`src/include/clock_gen_cfg.svh`:
```
// register offsets, field positions and reset values of the config bank
`ifndef CLOCK_GEN_CFG_SVH
`define CLOCK_GEN_CFG_SVH

`define ADDR_PLL_ENABLE 8'h10
`define ADDR_MPIO_CTRL 8'h18
`define ADDR_FREQ_ADJ 8'h19
`define ADDR_FUSE_PTR 8'h22
`define ADDR_IO_SUPPLY 8'h23

`define REG_RESET 8'h00
`define RDATA_UNMAPPED 8'h00

`define PLL_EN_HI 3
`define PLL_EN_LO 0

`define PIN_A_DIR_BIT 7
`define PIN_A_SEL_HI 6
`define PIN_A_SEL_LO 4
`define PIN_B_DIR_BIT 3
`define PIN_B_SEL_HI 2
`define PIN_B_SEL_LO 0

`define PAD_FIXED_BIT 7
`define FADJ_MODE_HI 5
`define FADJ_MODE_LO 4
`define FADJ_PLL_HI 3
`define FADJ_PLL_LO 0

`define FUSE_PAGE4_BIT 4
`define IO_SUPPLY_BIT 7

`endif

```
`src/include/clock_gen_pkg.sv`:
```
// types shared by the clock generator configuration bank
package clock_gen_pkg;

	typedef enum logic [1:0] {
		FADJ_DIGITAL = 2'h0,
		FADJ_DIV_LARGE = 2'h1,
		FADJ_DIV_SMALL = 2'h2,
		FADJ_UNDEFINED = 2'h3
	} freq_adjust_mode_t;

	typedef enum logic [2:0] {
		PIN_SRC_ZERO = 3'h0,
		PIN_SRC_ALL = 3'h1,
		PIN_SRC_PLL = 3'h2,
		PIN_SRC_CLK = 3'h3,
		PIN_SRC_MON = 3'h4,
		PIN_SRC_DBG0 = 3'h5,
		PIN_SRC_DBG1 = 3'h6,
		PIN_SRC_DBG2 = 3'h7
	} pin_src_t;

	typedef struct packed {
		logic wr;
		logic rd;
		logic [7:0] addr;
		logic [7:0] wdata;
	} reg_req_t;

	typedef struct packed {
		logic [3:0] clk_loss;
		logic [3:0] pll_lock_loss;
		logic [3:0] holdover_freeze;
		logic monitor;
		logic [2:0] debug;
	} notify_src_t;

	typedef struct packed {
		logic all;
		logic pll;
		logic clk;
		logic monitor;
		logic [2:0] debug;
	} pin_feed_t;

endpackage : clock_gen_pkg

```
`src/hdl/clock_gen_config_regs.sv`:
```
// configuration register slice of a quad-pll clock generator
//
// Behaviour
// - The low four bits of the pll enable register are active-low enables for plls a, b, c, d in bit order 0 to 3.
// - Bit 7 of the pin control register makes the first multipurpose pin an input at 0 and an output at 1.
// - Bits 6:4 pick the first pin's source: zero, any clock or pll lock loss, pll lock loss, clock loss, monitor status, or debug.
// - Bit 3 of the pin control register makes the second multipurpose pin an input at 0 and an output at 1.
// - Bits 2:0 pick the second pin's source, where the pll group also takes in holdover freeze, and 110 gives no debug.
// - Spare bit 7 at one makes the pad ring supply follow the io supply select and fixes the rail; at zero the rail switch is enabled.
// - Spare bits 5:4 choose the frequency adjust function: digital oscillator, large or small output divider change.
// - Spare bits 3:0 pick one-hot the pll, a to d, that frequency adjust works on.
// - The fuse pointer is a one-hot byte whose bits 7 to 0 point to pages 1, 2, 3, 4, a, b, c, d.
// - Io supply select bit 7 takes the io supply from the input supply at one and from the core supply at zero.
`timescale 1ns/1ps
`include "clock_gen_cfg.svh"

module clock_gen_config_regs import clock_gen_pkg::*; #(
	parameter int NUM_PLL = 4,
	parameter int DEBUG_W = 3
) (
	input wire logic clk_in,
	input wire logic rst_n_in,
	input wire reg_req_t reg_req_in,
	input wire notify_src_t notify_in,
	input wire logic pin_a_in,
	input wire logic pin_b_in,
	output logic [7:0] reg_rdata_out,
	output logic reg_rdata_valid_out,
	output logic [3:0] pll_enable_n_out,
	output logic pin_a_out,
	output logic pin_a_oe_n_out,
	output logic pin_a_level_out,
	output logic pin_b_out,
	output logic pin_b_oe_n_out,
	output logic pin_b_level_out,
	output logic pad_rail_switch_en_out,
	output logic pad_supply_from_input_out,
	output freq_adjust_mode_t freq_adjust_mode_out,
	output logic [3:0] freq_adjust_pll_out,
	output logic [7:0] fuse_page_ptr_out,
	output logic fuse_ptr_legal_out,
	output logic io_supply_from_input_out
);

	if (NUM_PLL != 4 || DEBUG_W != 3) begin : g_check
		$error("bank is laid out for four plls and three debug taps");
	end

	logic [7:0] pll_en_reg;
	logic [7:0] mpio_reg;
	logic [7:0] spare_reg;
	logic [7:0] fuse_reg;
	logic [7:0] supply_reg;
	logic [7:0] rdata_reg;
	logic [7:0] rdata_next;
	logic rvalid_reg;
	logic pad_switch_reg;
	logic pad_input_reg;
	logic fuse_legal_reg;
	logic wr_pll;
	logic wr_mpio;
	logic wr_spare;
	logic wr_fuse;
	logic wr_supply;
	pin_feed_t feed_a;
	pin_feed_t feed_b;

	always_comb begin
		wr_pll = 1'b0;
		wr_mpio = 1'b0;
		wr_spare = 1'b0;
		wr_fuse = 1'b0;
		wr_supply = 1'b0;
		if (reg_req_in.addr == `ADDR_PLL_ENABLE) begin
			wr_pll = reg_req_in.wr;
		end else if (reg_req_in.addr == `ADDR_MPIO_CTRL) begin
			wr_mpio = reg_req_in.wr;
		end else if (reg_req_in.addr == `ADDR_FREQ_ADJ) begin
			wr_spare = reg_req_in.wr;
		end else if (reg_req_in.addr == `ADDR_FUSE_PTR) begin
			wr_fuse = reg_req_in.wr;
		end else if (reg_req_in.addr == `ADDR_IO_SUPPLY) begin
			wr_supply = reg_req_in.wr;
		end
	end

	// all eight bits are stored so that reads return what was written
	always_ff @(posedge clk_in or negedge rst_n_in) begin
		if (!rst_n_in) begin
			pll_en_reg <= `REG_RESET;
		end else if (wr_pll) begin
			pll_en_reg <= reg_req_in.wdata;
		end
	end

	always_ff @(posedge clk_in or negedge rst_n_in) begin
		if (!rst_n_in) begin
			mpio_reg <= `REG_RESET;
		end else if (wr_mpio) begin
			mpio_reg <= reg_req_in.wdata;
		end
	end

	always_ff @(posedge clk_in or negedge rst_n_in) begin
		if (!rst_n_in) begin
			spare_reg <= `REG_RESET;
		end else if (wr_spare) begin
			spare_reg <= reg_req_in.wdata;
		end
	end

	always_ff @(posedge clk_in or negedge rst_n_in) begin
		if (!rst_n_in) begin
			fuse_reg <= `REG_RESET;
		end else if (wr_fuse) begin
			fuse_reg <= reg_req_in.wdata;
		end
	end

	always_ff @(posedge clk_in or negedge rst_n_in) begin
		if (!rst_n_in) begin
			supply_reg <= `REG_RESET;
		end else if (wr_supply) begin
			supply_reg <= reg_req_in.wdata;
		end
	end

	// a read in the same cycle as a write sees the old contents
	always_comb begin
		if (reg_req_in.addr == `ADDR_PLL_ENABLE) begin
			rdata_next = pll_en_reg;
		end else if (reg_req_in.addr == `ADDR_MPIO_CTRL) begin
			rdata_next = mpio_reg;
		end else if (reg_req_in.addr == `ADDR_FREQ_ADJ) begin
			rdata_next = spare_reg;
		end else if (reg_req_in.addr == `ADDR_FUSE_PTR) begin
			rdata_next = fuse_reg;
		end else if (reg_req_in.addr == `ADDR_IO_SUPPLY) begin
			rdata_next = supply_reg;
		end else begin
			rdata_next = `RDATA_UNMAPPED;
		end
	end

	always_ff @(posedge clk_in or negedge rst_n_in) begin
		if (!rst_n_in) begin
			rdata_reg <= `REG_RESET;
			rvalid_reg <= 1'b0;
		end else begin
			rvalid_reg <= reg_req_in.rd;
			if (reg_req_in.rd) begin
				rdata_reg <= rdata_next;
			end
		end
	end

	// pad ring: fixed rail follows the io supply select, else switch stays on
	always_ff @(posedge clk_in or negedge rst_n_in) begin
		if (!rst_n_in) begin
			pad_switch_reg <= 1'b1;
			pad_input_reg <= 1'b0;
		end else begin
			pad_switch_reg <= ~spare_reg[`PAD_FIXED_BIT];
			pad_input_reg <= spare_reg[`PAD_FIXED_BIT]
				& supply_reg[`IO_SUPPLY_BIT];
		end
	end

	// flags as legal a pointer that is one-hot and does not aim at the reserved page
	always_ff @(posedge clk_in or negedge rst_n_in) begin
		if (!rst_n_in) begin
			fuse_legal_reg <= 1'b0;
		end else begin
			fuse_legal_reg <= $onehot(fuse_reg)
				&& !fuse_reg[`FUSE_PAGE4_BIT];
		end
	end

	always_comb begin
		feed_a.all = (|notify_in.clk_loss) | (|notify_in.pll_lock_loss);
		feed_a.pll = |notify_in.pll_lock_loss;
		feed_a.clk = |notify_in.clk_loss;
		feed_a.monitor = notify_in.monitor;
		feed_a.debug = notify_in.debug;
		feed_b = feed_a;
		feed_b.pll = (|notify_in.pll_lock_loss)
			| (|notify_in.holdover_freeze);
	end

	mpio_pin_mux #(
		.DBG1_EN(1'b1)
	) u_pin_a (
		.clk_in(clk_in),
		.rst_n_in(rst_n_in),
		.dir_out_in(mpio_reg[`PIN_A_DIR_BIT]),
		.sel_in(pin_src_t'(mpio_reg[`PIN_A_SEL_HI:`PIN_A_SEL_LO])),
		.feed_in(feed_a),
		.pin_in(pin_a_in),
		.pin_out(pin_a_out),
		.pin_oe_n_out(pin_a_oe_n_out),
		.pin_level_out(pin_a_level_out)
	);

	mpio_pin_mux #(
		.DBG1_EN(1'b0)
	) u_pin_b (
		.clk_in(clk_in),
		.rst_n_in(rst_n_in),
		.dir_out_in(mpio_reg[`PIN_B_DIR_BIT]),
		.sel_in(pin_src_t'(mpio_reg[`PIN_B_SEL_HI:`PIN_B_SEL_LO])),
		.feed_in(feed_b),
		.pin_in(pin_b_in),
		.pin_out(pin_b_out),
		.pin_oe_n_out(pin_b_oe_n_out),
		.pin_level_out(pin_b_level_out)
	);

	assign reg_rdata_out = rdata_reg;
	assign reg_rdata_valid_out = rvalid_reg;
	assign pll_enable_n_out = pll_en_reg[`PLL_EN_HI:`PLL_EN_LO];
	assign pad_rail_switch_en_out = pad_switch_reg;
	assign pad_supply_from_input_out = pad_input_reg;
	assign freq_adjust_mode_out =
		freq_adjust_mode_t'(spare_reg[`FADJ_MODE_HI:`FADJ_MODE_LO]);
	assign freq_adjust_pll_out = spare_reg[`FADJ_PLL_HI:`FADJ_PLL_LO];
	assign fuse_page_ptr_out = fuse_reg;
	assign fuse_ptr_legal_out = fuse_legal_reg;
	assign io_supply_from_input_out = supply_reg[`IO_SUPPLY_BIT];
endmodule : clock_gen_config_regs

```
`src/hdl/mpio_pin_mux.sv`:
```
// one multipurpose pin: direction, source select and input synchroniser
`timescale 1ns/1ps

module mpio_pin_mux import clock_gen_pkg::*; #(
	parameter bit DBG1_EN = 1'b1
) (
	input wire logic clk_in,
	input wire logic rst_n_in,
	input wire logic dir_out_in,
	input wire pin_src_t sel_in,
	input wire pin_feed_t feed_in,
	input wire logic pin_in,
	output logic pin_out,
	output logic pin_oe_n_out,
	output logic pin_level_out
);

	logic sync1_reg;
	logic sync2_reg;
	logic drive_next;
	logic drive_reg;
	logic oe_n_reg;

	always_ff @(posedge clk_in or negedge rst_n_in) begin
		if (!rst_n_in) begin
			sync1_reg <= 1'b0;
			sync2_reg <= 1'b0;
		end else begin
			sync1_reg <= pin_in;
			sync2_reg <= sync1_reg;
		end
	end

	always_comb begin
		case (sel_in)
			PIN_SRC_ZERO: drive_next = 1'b0;
			PIN_SRC_ALL: drive_next = feed_in.all;
			PIN_SRC_PLL: drive_next = feed_in.pll;
			PIN_SRC_CLK: drive_next = feed_in.clk;
			PIN_SRC_MON: drive_next = feed_in.monitor;
			PIN_SRC_DBG0: drive_next = feed_in.debug[0];
			// a pin without this debug tap drives low on the code
			PIN_SRC_DBG1: drive_next = DBG1_EN & feed_in.debug[1];
			PIN_SRC_DBG2: drive_next = feed_in.debug[2];
			default: drive_next = 1'b0;
		endcase
	end

	always_ff @(posedge clk_in or negedge rst_n_in) begin
		if (!rst_n_in) begin
			drive_reg <= 1'b0;
			oe_n_reg <= 1'b1;
		end else begin
			// as an input the pin is released and driven value parks low
			drive_reg <= dir_out_in & drive_next;
			oe_n_reg <= ~dir_out_in;
		end
	end

	assign pin_out = drive_reg;
	assign pin_oe_n_out = oe_n_reg;
	assign pin_level_out = sync2_reg;
endmodule : mpio_pin_mux

```
`config.mk`:
```
export PLATFORM = sky130hd
export DESIGN_NAME = clock_gen_config_regs
export DESIGN_NICKNAME = d
export VERILOG_FILES = /design/src/include/clock_gen_pkg.sv /design/src/hdl/clock_gen_config_regs.sv /design/src/hdl/mpio_pin_mux.sv
export VERILOG_INCLUDE_DIRS = /design/src /design/src/include
export SDC_FILE = /design/constraint.sdc
export NUM_CORES = 1
export LEC_CHECK = 0
export ABC_AREA = 1
export BUFFER_PORTS_ARGS = -buffer_cell sky130_fd_sc_hd__buf_2
export CELL_PAD_IN_SITES_DETAIL_PLACEMENT = 2
export CELL_PAD_IN_SITES_GLOBAL_PLACEMENT = 2
export CORE_ASPECT_RATIO = 0.9
export CORE_MARGIN = 2
export CORE_UTILIZATION = 34
export CTS_CLUSTER_SIZE = 12
export DETAILED_ROUTE_END_ITERATION = 7
export PLACE_DENSITY_LB_ADDON = 0.1
export SYNTH_ARGS = -nofsm -noshare
export SYNTH_HDL_FRONTEND = slang
export SYNTH_SLANG_ARGS = --single-unit
```
`constraint.sdc`:
```
create_clock -name clk_in -period 6.5 [get_ports clk_in]
set_input_delay 0.65 -clock clk_in [delete_from_list [all_inputs] [get_ports clk_in]]
set_output_delay 0.65 -clock clk_in [all_outputs]
set_load 0.02 [all_outputs]
```
* Word level (Yosys, flattened, before mapping)
Cells that the tools add are included.
Widths: inputs -> output; s select.
** Storage, ports and cells
- Output and inout bits :: 37
- Input bits :: 38
- Flip-flop bits (word level) :: 60
** Cells by class
- Reductions and logical operators :: 8
- Bitwise gates (word level) :: 8
- Equality and inequality tests :: 20
- Add/subtract/negate cells :: 7
- Muxes and demuxes :: 22
** Operators with widths (number)
- $mux 8 :: 5
- $eq 3x3->1 const B :: 8
- $eq 8x5->1 const B :: 3
- $eq 8x6->1 const B :: 2
- $mux 1 :: 15
- $eq 3x2->1 const B :: 4
- $reduce_or 4->1 :: 3
- $add 1x1->2 :: 4
- $pmux 1 s8 :: 1
- $pmux 1 s7 :: 1
- $add 2x2->3 :: 2
- $eq 3x1->1 const B :: 2
- $logic_not 3->1 :: 2
- $add 3x3->4 :: 1
- $eq 4x1->1 const B :: 1
- $and 1x1->1 :: 3
- $not 1->1 :: 3
- $or 1x1->1 :: 2
- $reduce_or 2->1 :: 1
- $logic_and 1x1->1 :: 1
- $logic_not 1->1 :: 1

* Logic depth before layout (Yosys ltp)
Gate-level depths: netlist of the first run.
- Word-level depth :: 6
- Gate-level depth with buffers :: 10
- Gate-level depth less buffers :: 10

* Cells and area by module
From an unflattened synthesis of the first run, not the netlist that was laid out.
** Unflattened totals
- Cells, all modules :: 400
- Area total of the unflattened synthesis :: 3196.8 µm²
** Modules (own cells, without submodules)
- clock_gen_config_regs :: area each 2797.7 µm², cells each 344, instances 1
- mpio_pin_mux at u_pin_a :: area each 207.7 µm², cells each 31, instances 1
- mpio_pin_mux at u_pin_b :: area each 191.4 µm², cells each 25, instances 1

* Least setup slack after synthesis of the first run
OpenSTA, ideal clock, no wires.
- Path kind :: reg-to-reg
- From :: register fuse_reg[0] (netlist: fuse_page_ptr_out[0])
- To :: register fuse_legal_reg (netlist: fuse_ptr_legal_out)
- Clock period less this slack :: 3049 ps
- Data required time :: 6406 ps
- Library setup time :: 94 ps
- Arrival :: 2955 ps
- Cell stages (with the launch flop) :: 11
- Setup slack :: 3451 ps
- Path buffers :: 0
- Cells stage by stage :: dfrtp_1 -> inv_1 -> fa_1 -> fa_1 -> fa_1 -> inv_1 -> ha_1 -> inv_1 -> fa_1 -> a211o_1 -> a211oi_1
** Between the ends
- Word-level cells in the longest chain between the ends :: 5
** RTL lines
- start, declared :: RTL line clock_gen_config_regs.sv:52 : logic [7:0] fuse_reg;
- start signal, assigned :: RTL line clock_gen_config_regs.sv:114 : fuse_reg <= `REG_RESET;
- start signal, assigned :: RTL line clock_gen_config_regs.sv:116 : fuse_reg <= reg_req_in.wdata;
- $add 1x1->2 (not written as such) :: RTL line clock_gen_config_regs.sv:174 : fuse_legal_reg <= $onehot(fuse_reg)
- $add 2x2->3 (not written as such) :: RTL line clock_gen_config_regs.sv:174
- $add 3x3->4 (not written as such) :: RTL line clock_gen_config_regs.sv:174
- $eq 4x1->1 :: RTL line clock_gen_config_regs.sv:174
- $logic_and 1x1->1 :: RTL line clock_gen_config_regs.sv:174
- end signal, assigned :: RTL line clock_gen_config_regs.sv:174
- end, declared :: RTL line clock_gen_config_regs.sv:59 : logic fuse_legal_reg;
No other way between the ends.
A chain may end at the register's enable or synchronous reset.

* Final worst setup path of the first run
Same ends and word-level chain as after synthesis.

==> results_dict.tcl, run 1 <==
set metrics [dict create \
    min-delay-start "u_pin_a.sync1_reg" \
    outcome "completed" \
    ys.flop_type "dfrtp_1" \
    fin_tns_setup_ps 0 \
    cellLeakagePower_uw 0.002037 \
    grt_pass1_vias 2885 \
    clkTransAtPathRegs_ps 70 \
    start_kind "register" \
    num_io_pins 75 \
    grt_pass1_wl_um 15340 \
    synth-xor-area-share_pct 0 \
    worstPathArrival_ps 3360 \
    ctsHoldBuffers 0 \
    syn_inst 368 \
    finalCritPeriodShare_pct 47.84 \
    synth_edf_count 0 \
    max-cap-violations 0 \
    crit_path_end "fuse_ptr_legal_out" \
    synth_top_family_by_area "simple AND/OR/NAND/NOR gates" \
    mappedNetlistArea_sq_um 3223 \
    worstPathRequired_ps 6750 \
    synth_simple_gate_area_share_pct 28.80 \
    setup_viol 0 \
    rr_startpoint "fuse_page_ptr_out[0]" \
    synthToLayoutAreaGrowth_pct 17.97 \
    avgSynthCellArea_sq_um 8.758 \
    muxShareOfSynthArea_pct 0 \
    tightest_slew_ps 808.1 \
    ir_drop_v 0.0001160 \
    die_y_um 96.37 \
    startpoint "fuse_page_ptr_out[0]" \
    synth_cell_types 32 \
    synthTopCellsByArea "dfrtp_1 (44%), nand2_1 (10%), nand3_1 (8.1%), inv_1 (5.0%), o21ai_1 (3.7%)" \
    grt_overflow_total 0 \
    post-route-min-period_ps 3109 \
    clock_skew_ps 7.441 \
    gp_congestion 0.7969 \
    post-dp-hpwl_um 7028 \
    wirelength_um 9361 \
    grt_use_total_pct 19.99 \
    drtAntennaViolNets 0 \
    r2r_end "fuse_ptr_legal_out" \
    synthAdderAreaFrac_pct 3.649 \
    yosys.area.top_type "dfrtp_1" \
    critPathKind "reg -> reg" \
    hp-class "reg -> reg" \
    antenna_found_initial 0 \
    cts_buffer_depth 2 \
    post-cts-setup-buffer-count 0 \
    cts_root_buf "clkbuf_8" \
    cts_num_sinks 60 \
    grt_setup_unrepaired "no" \
    clkPwrFrac_pct 38.9 \
    portBuffers 74 \
    clock_latency_ps 340 \
    intPower_uw 620.8 \
    yosysSeqAreaShare_pct 46.70 \
    p_per_area_nw_per_um2 227.0 \
    cts_buffers 9 \
    core_area_sq_um 9166 \
    cts_tree "yes" \
    swShare_pct 28.07 \
    relSlewSlack_pct 46.13 \
    yosysTopAreaCellShare_pct 44.25 \
    die_x_um 106.6 \
    h-tree-depth 3 \
    finalPower_uw 863.1 \
    synth_compound_area_share_pct 10.75 \
    yosysWarningCount 0 \
    vias_per_cell 4.888 \
    switching_power_uw 242.3 \
    slew_viol_final 0 \
    nets 480 \
    fmax_ghz 0.3216 \
    combPwrFrac_pct 14.0 \
    syn_nets 413 \
    firstDrtPassIters 4 \
    num_rows 33 \
    die_area_sq_um 10280 \
    wire_per_inst_um 16.66 \
    grt_max_degree 61 \
    drive_gt1_share_pct 28.41 \
    r2r_cells 10 \
    drc 0 \
    initial_core_util_pct 35.16 \
    cts_resized 0 \
    vias 2747 \
    async_reset_ff_share_pct 100.0 \
    hold_viol 0 \
    rrSetupSlack_ps 3390 \
    endpoint_kind "register" \
    antenna_cells 0 \
    drt_iter0_drc 91 \
    num-fill-cells 1108 \
    p_seq_share_pct 47.1 \
    path_max_fanout 3 \
    ys_ff_latch 60 \
]
==> cells in the mapped netlist, types with 5 or more instances <==
cell type and count:
nand2_1 88, dfrtp_1 57, nand3_1 52, inv_1 43, o21ai_1 24, nor2_1 12, buf_4 11, o21a_1 9
o21bai_1 8, nand2_2 6, inv_2 5
==> power groups by stage <==
stage	logic [uW]	registers (uW)	clock network, uW
final	121	406	336
after global routing	137	410	364
after CTS	125	407	349
after detailed placement	124	414	0
after global placement	118	413	0
after floorplan	67.7	418	0
==> cells in the final DEF (no fill, tap or decap) <==
cell type and n:
nand3b_1 1, nor2_2 2, nor2_4 4, a21oi_1 3
a211o_1 1, o21ai_0 4, clkbuf_8 10, a31oi_1 1
clkbuf_1 1, o21bai_1 8, o21a_1 9, or2_2 1
nand4_1 1, o211ai_1 2, nand2_2 6, fa_1 4
a211oi_1 1, nor2_8 4, nand3_1 52, nand2_4 4
buf_2 74, nand3_4 3, clkinvlp_4 1, o21ai_1 24
dfstp_2 3, ha_1 3, bufinv_16 1, inv_1 43
o21ai_2 3, buf_4 1, nand2_1 88, inv_2 5
clkinv_2 3, dfrtp_1 57, nor2_1 12
==> cells by family after synthesis <==
group	Yosys count
AOI/OAI and AO/OA	56
adders and majority gates	7
buffers and inverters	67
DFF	60
and+or+nand+nor	178
==> critical path: stages, from the launching register on <==
cell	delay, ps
dfrtp_1	370
inv_1	80
fa_1	560
fa_1	430
fa_1	430
inv_1	70
ha_1	180
inv_1	70
fa_1	390
a211o_1	240
a211oi_1	190
==> layout make-up <==
cell class	instances	area (sq um)	area share [%]
tap	122	152.6	4.014
multi-input combinational	241	1393	36.62
timing repair buffer	75	377.9	9.937
sequential	60	1505	39.59
inverter	48	180.2	4.738
clock buffer	11	141.4	3.718
clock inverter	5	52.55	1.382
==> routing by layer <==
metal  global-route usage [%]  wire length [um]
met5                        0                 0
met4                    6.169               119
met3                    3.656               312
met2                    34.13              4657
met1                    25.98              4271
==> metrics by stage <==
stage / setup WS, ps / instances / hold slack [ps] / util [%] / cell area [sq um]
finish: 3391 / 562 / 355.1 / 41.48 / 3802
floorplan: 3451 / 368 / 331.2 / - / 3223
global placement: 3516 / 546 / 331.5 / 39.37 / 3608
global route: 3210 / 562 / 369.1 / 41.48 / 3802
detailed placement: 3392 / 546 / 339.6 / 39.37 / 3608
CTS: 3370 / 562 / 357.0 / 41.48 / 3802
==> how the worst min path moves through the flow <==
| stage | endpoint | slack [ps] | cells after the start |
|---|---|---|---|
| after floorplan | u_pin_a.pin_level_out | 330 | 0 |
| after global placement | u_pin_a.pin_level_out | 330 | 0 |
| after detailed placement | u_pin_a.pin_level_out | 340 | 0 |
| after CTS | u_pin_a.pin_level_out | 360 | 0 |
| after global routing | u_pin_a.pin_level_out | 370 | 0 |
| final | u_pin_a.pin_level_out | 360 | 0 |
Power figures use the tool's default switching activity.
==> inputs of run 2 (changes only) <==
CORE_UTILIZATION = 32   (was 34)
clock period = 2.98 ns   (was 6.5 ns; I/O delays follow)
==> run 2 against run 1 <==
  * The flow now finishes with violations (setup timing)
  * Combinational power rose by 140%
  * Via count rose by 0.33%
  * Core utilization down 1.4 points
  * Sequential share of layout area down 0.91 points
  * Final cell count grew 1.8%
  * Register-to-register slack lost 3500 ps
  * Worst setup slack worse by 3500 ps
  * Clock skew grew 7.6 ps
  * Worst hold slack got worse by 300 ps
  * Global-route usage rose by 0.18 points
  * Critical path type unchanged
  * Highest routed layer unchanged
==> results_dict.tcl, run 2 (synthesized netlist as in run 1, its figures left out) <==
set metrics [dict create \
    timing.hold.worst_path_depth 1 \
    outcome "finished, violations left" \
    slew_viol_final 0 \
    cellLeakagePower_uw 0.002060 \
    wirelength_um 9972 \
    mostFrequentLayoutCells "nand2_1 (88), buf_2 (74), dfrtp_1 (54)" \
    finalPower_uw 1962 \
    num_io_pins 75 \
    vias_per_cell 4.818 \
    setup_viol 1 \
    r2r_cells 10 \
    setup_ws_ps -108.8 \
    rr_startpoint "fuse_page_ptr_out[3]" \
    grt_max_degree 27 \
    min-delay-start "pin_b_in" \
    hold_viol 0 \
    hp-class "in -> reg" \
    relSlewSlack_pct 62.48 \
    initial_core_util_pct 33.09 \
    cts_buffers 9 \
    post-dp-hpwl_um 7440 \
    grt_pass1_wl_um 16130 \
    r2r_end "fuse_ptr_legal_out" \
    grt_setup_unrepaired "yes" \
    worstPathRequired_ps 3240 \
    die_y_um 99.21 \
    fin_util_pct 40.05 \
    firstDrtPassIters 4 \
    gp_congestion 0.7846 \
    critPathKind "reg -> reg" \
    antenna_found_initial 0 \
    synthToLayoutAreaGrowth_pct 21.04 \
    post-route-min-period_ps 3089 \
    cts_num_sinks 60 \
    antenna_cells 0 \
    final_common_cell "nand2_1" \
    place_area_sq_um 3647 \
    grt_use_total_pct 20.17 \
    start_kind "register" \
    max-cap-violations 0 \
    drive_gt1_share_pct 32.06 \
    cts_root_buf "clkbuf_8" \
    grt_overflow_total 0 \
    tightest_slew_ps 562.8 \
    violations "setup timing" \
    final_area_sq_um 3901 \
    die_x_um 109.8 \
    endpoint_kind "register" \
    min_to "u_pin_b.sync1_reg" \
    cts_buffer_depth 2 \
    fmax_ghz 0.3237 \
    die_area_sq_um 10890 \
    finalCritPeriodShare_pct 103.7 \
    h-tree-depth 3 \
    grt_pass1_vias 2974 \
    rrSetupSlack_ps -110 \
    path_max_fanout 2 \
    p_per_area_nw_per_um2 503.0 \
    vias 2756 \
    core_area_sq_um 9742 \
    wire_per_inst_um 17.43 \
    clock_latency_ps 360 \
    drtAntennaViolNets 0 \
    worstPathArrival_ps 3350 \
    clkTransAtPathRegs_ps 80 \
    portBuffers 74 \
    clock_skew_ps 15.03 \
    cts_tree "yes" \
    nets 486 \
    drc 0 \
    drt_iter0_drc 89 \
    num_rows 34 \
    dp_slack_ps -167.6 \
    ir_drop_v 0.0001914 \
]
[run 2: cell types whose count changed in the layout (fill, tap and decap cells not counted), sizes merged]
cell / previous run / this run
buf: 75 / 80
dlygate4sd3: 0 / 1
[run 2: what timing repair did]
action | in CTS | in global routing
hold buffers | 1 | 0
buffers inserted | 0 | 1
hold endpoints to repair | 21 | 0
gates resized for setup | 6 | 3
pin swaps | 0 | 2
endpoints found under the setup margin | 1 | 1
[run 2: cell type report]
| type | count | area (sq um) |
|---|---|---|
| Inverter | 48 | 180.2 |
| Fill cell | 1120 | 5841 |
| Multi-Input combinational cell | 241 | 1418 |
| Clock buffer | 11 | 151.4 |
| Timing Repair Buffer | 81 | 425.4 |
| Clock inverter | 5 | 60.06 |
| Tap cell | 126 | 157.7 |
| Sequential cell | 60 | 1509 |
[run 2: worst max-delay path: stages, from the launching register on]
cell and delay, ps:
dfrtp_2 420, inv_2 70, fa_1 440, fa_1 510, fa_1 420, inv_2 80, ha_4 130, inv_2 40
fa_2 520, nand3_2 90, a211oi_2 270
[run 2: how the worst max path moves through the flow]
| stage | cells after the start | end | start |
|---|---|---|---|
| floorplan | 10 | fuse_ptr_legal_out | fuse_page_ptr_out[1] |
| global placement | 10 | fuse_ptr_legal_out | fuse_page_ptr_out[1] |
| detailed placement | 10 | fuse_ptr_legal_out | fuse_page_ptr_out[1] |
| CTS | 10 | fuse_ptr_legal_out | fuse_page_ptr_out[1] |
| global route | 10 | fuse_ptr_legal_out | fuse_page_ptr_out[3] |
| finish | 10 | fuse_ptr_legal_out | fuse_page_ptr_out[3] |
[run 2: routing by layer]
layer / global-route usage [%] / share of wire, % / vias to the layer above
met1: 26.16 / 45 / 1374
met2: 33.74 / 51 / 55
met3: 4.653 / 3.7 / 7
met4: 5.258 / 1.1 / 0
met5: 0 / 0 / -
li1: - / - / 1320
[run 2: through the flow]
step / hold slack [ps] / std cells / TNS [ps]
2_1_floorplan: 2.409 / 368 / 0
3_3_place_gp: 331.3 / 554 / 0
3_5_place_dp: 326.3 / 554 / -167.6
4_1_cts: 33.20 / 571 / -56.23
5_1_grt: 34.11 / 572 / -239.5
6_report: 51.50 / 572 / -108.8
[run 2: where the power goes]
group / leakage [uW] / total (uW) / switching (uW) / internal, uW
Clock: 0.000106 / 779 / 346 / 433
Combinational: 0.00118 / 294 / 185 / 110
Sequential: 0.000775 / 889 / 32.6 / 856
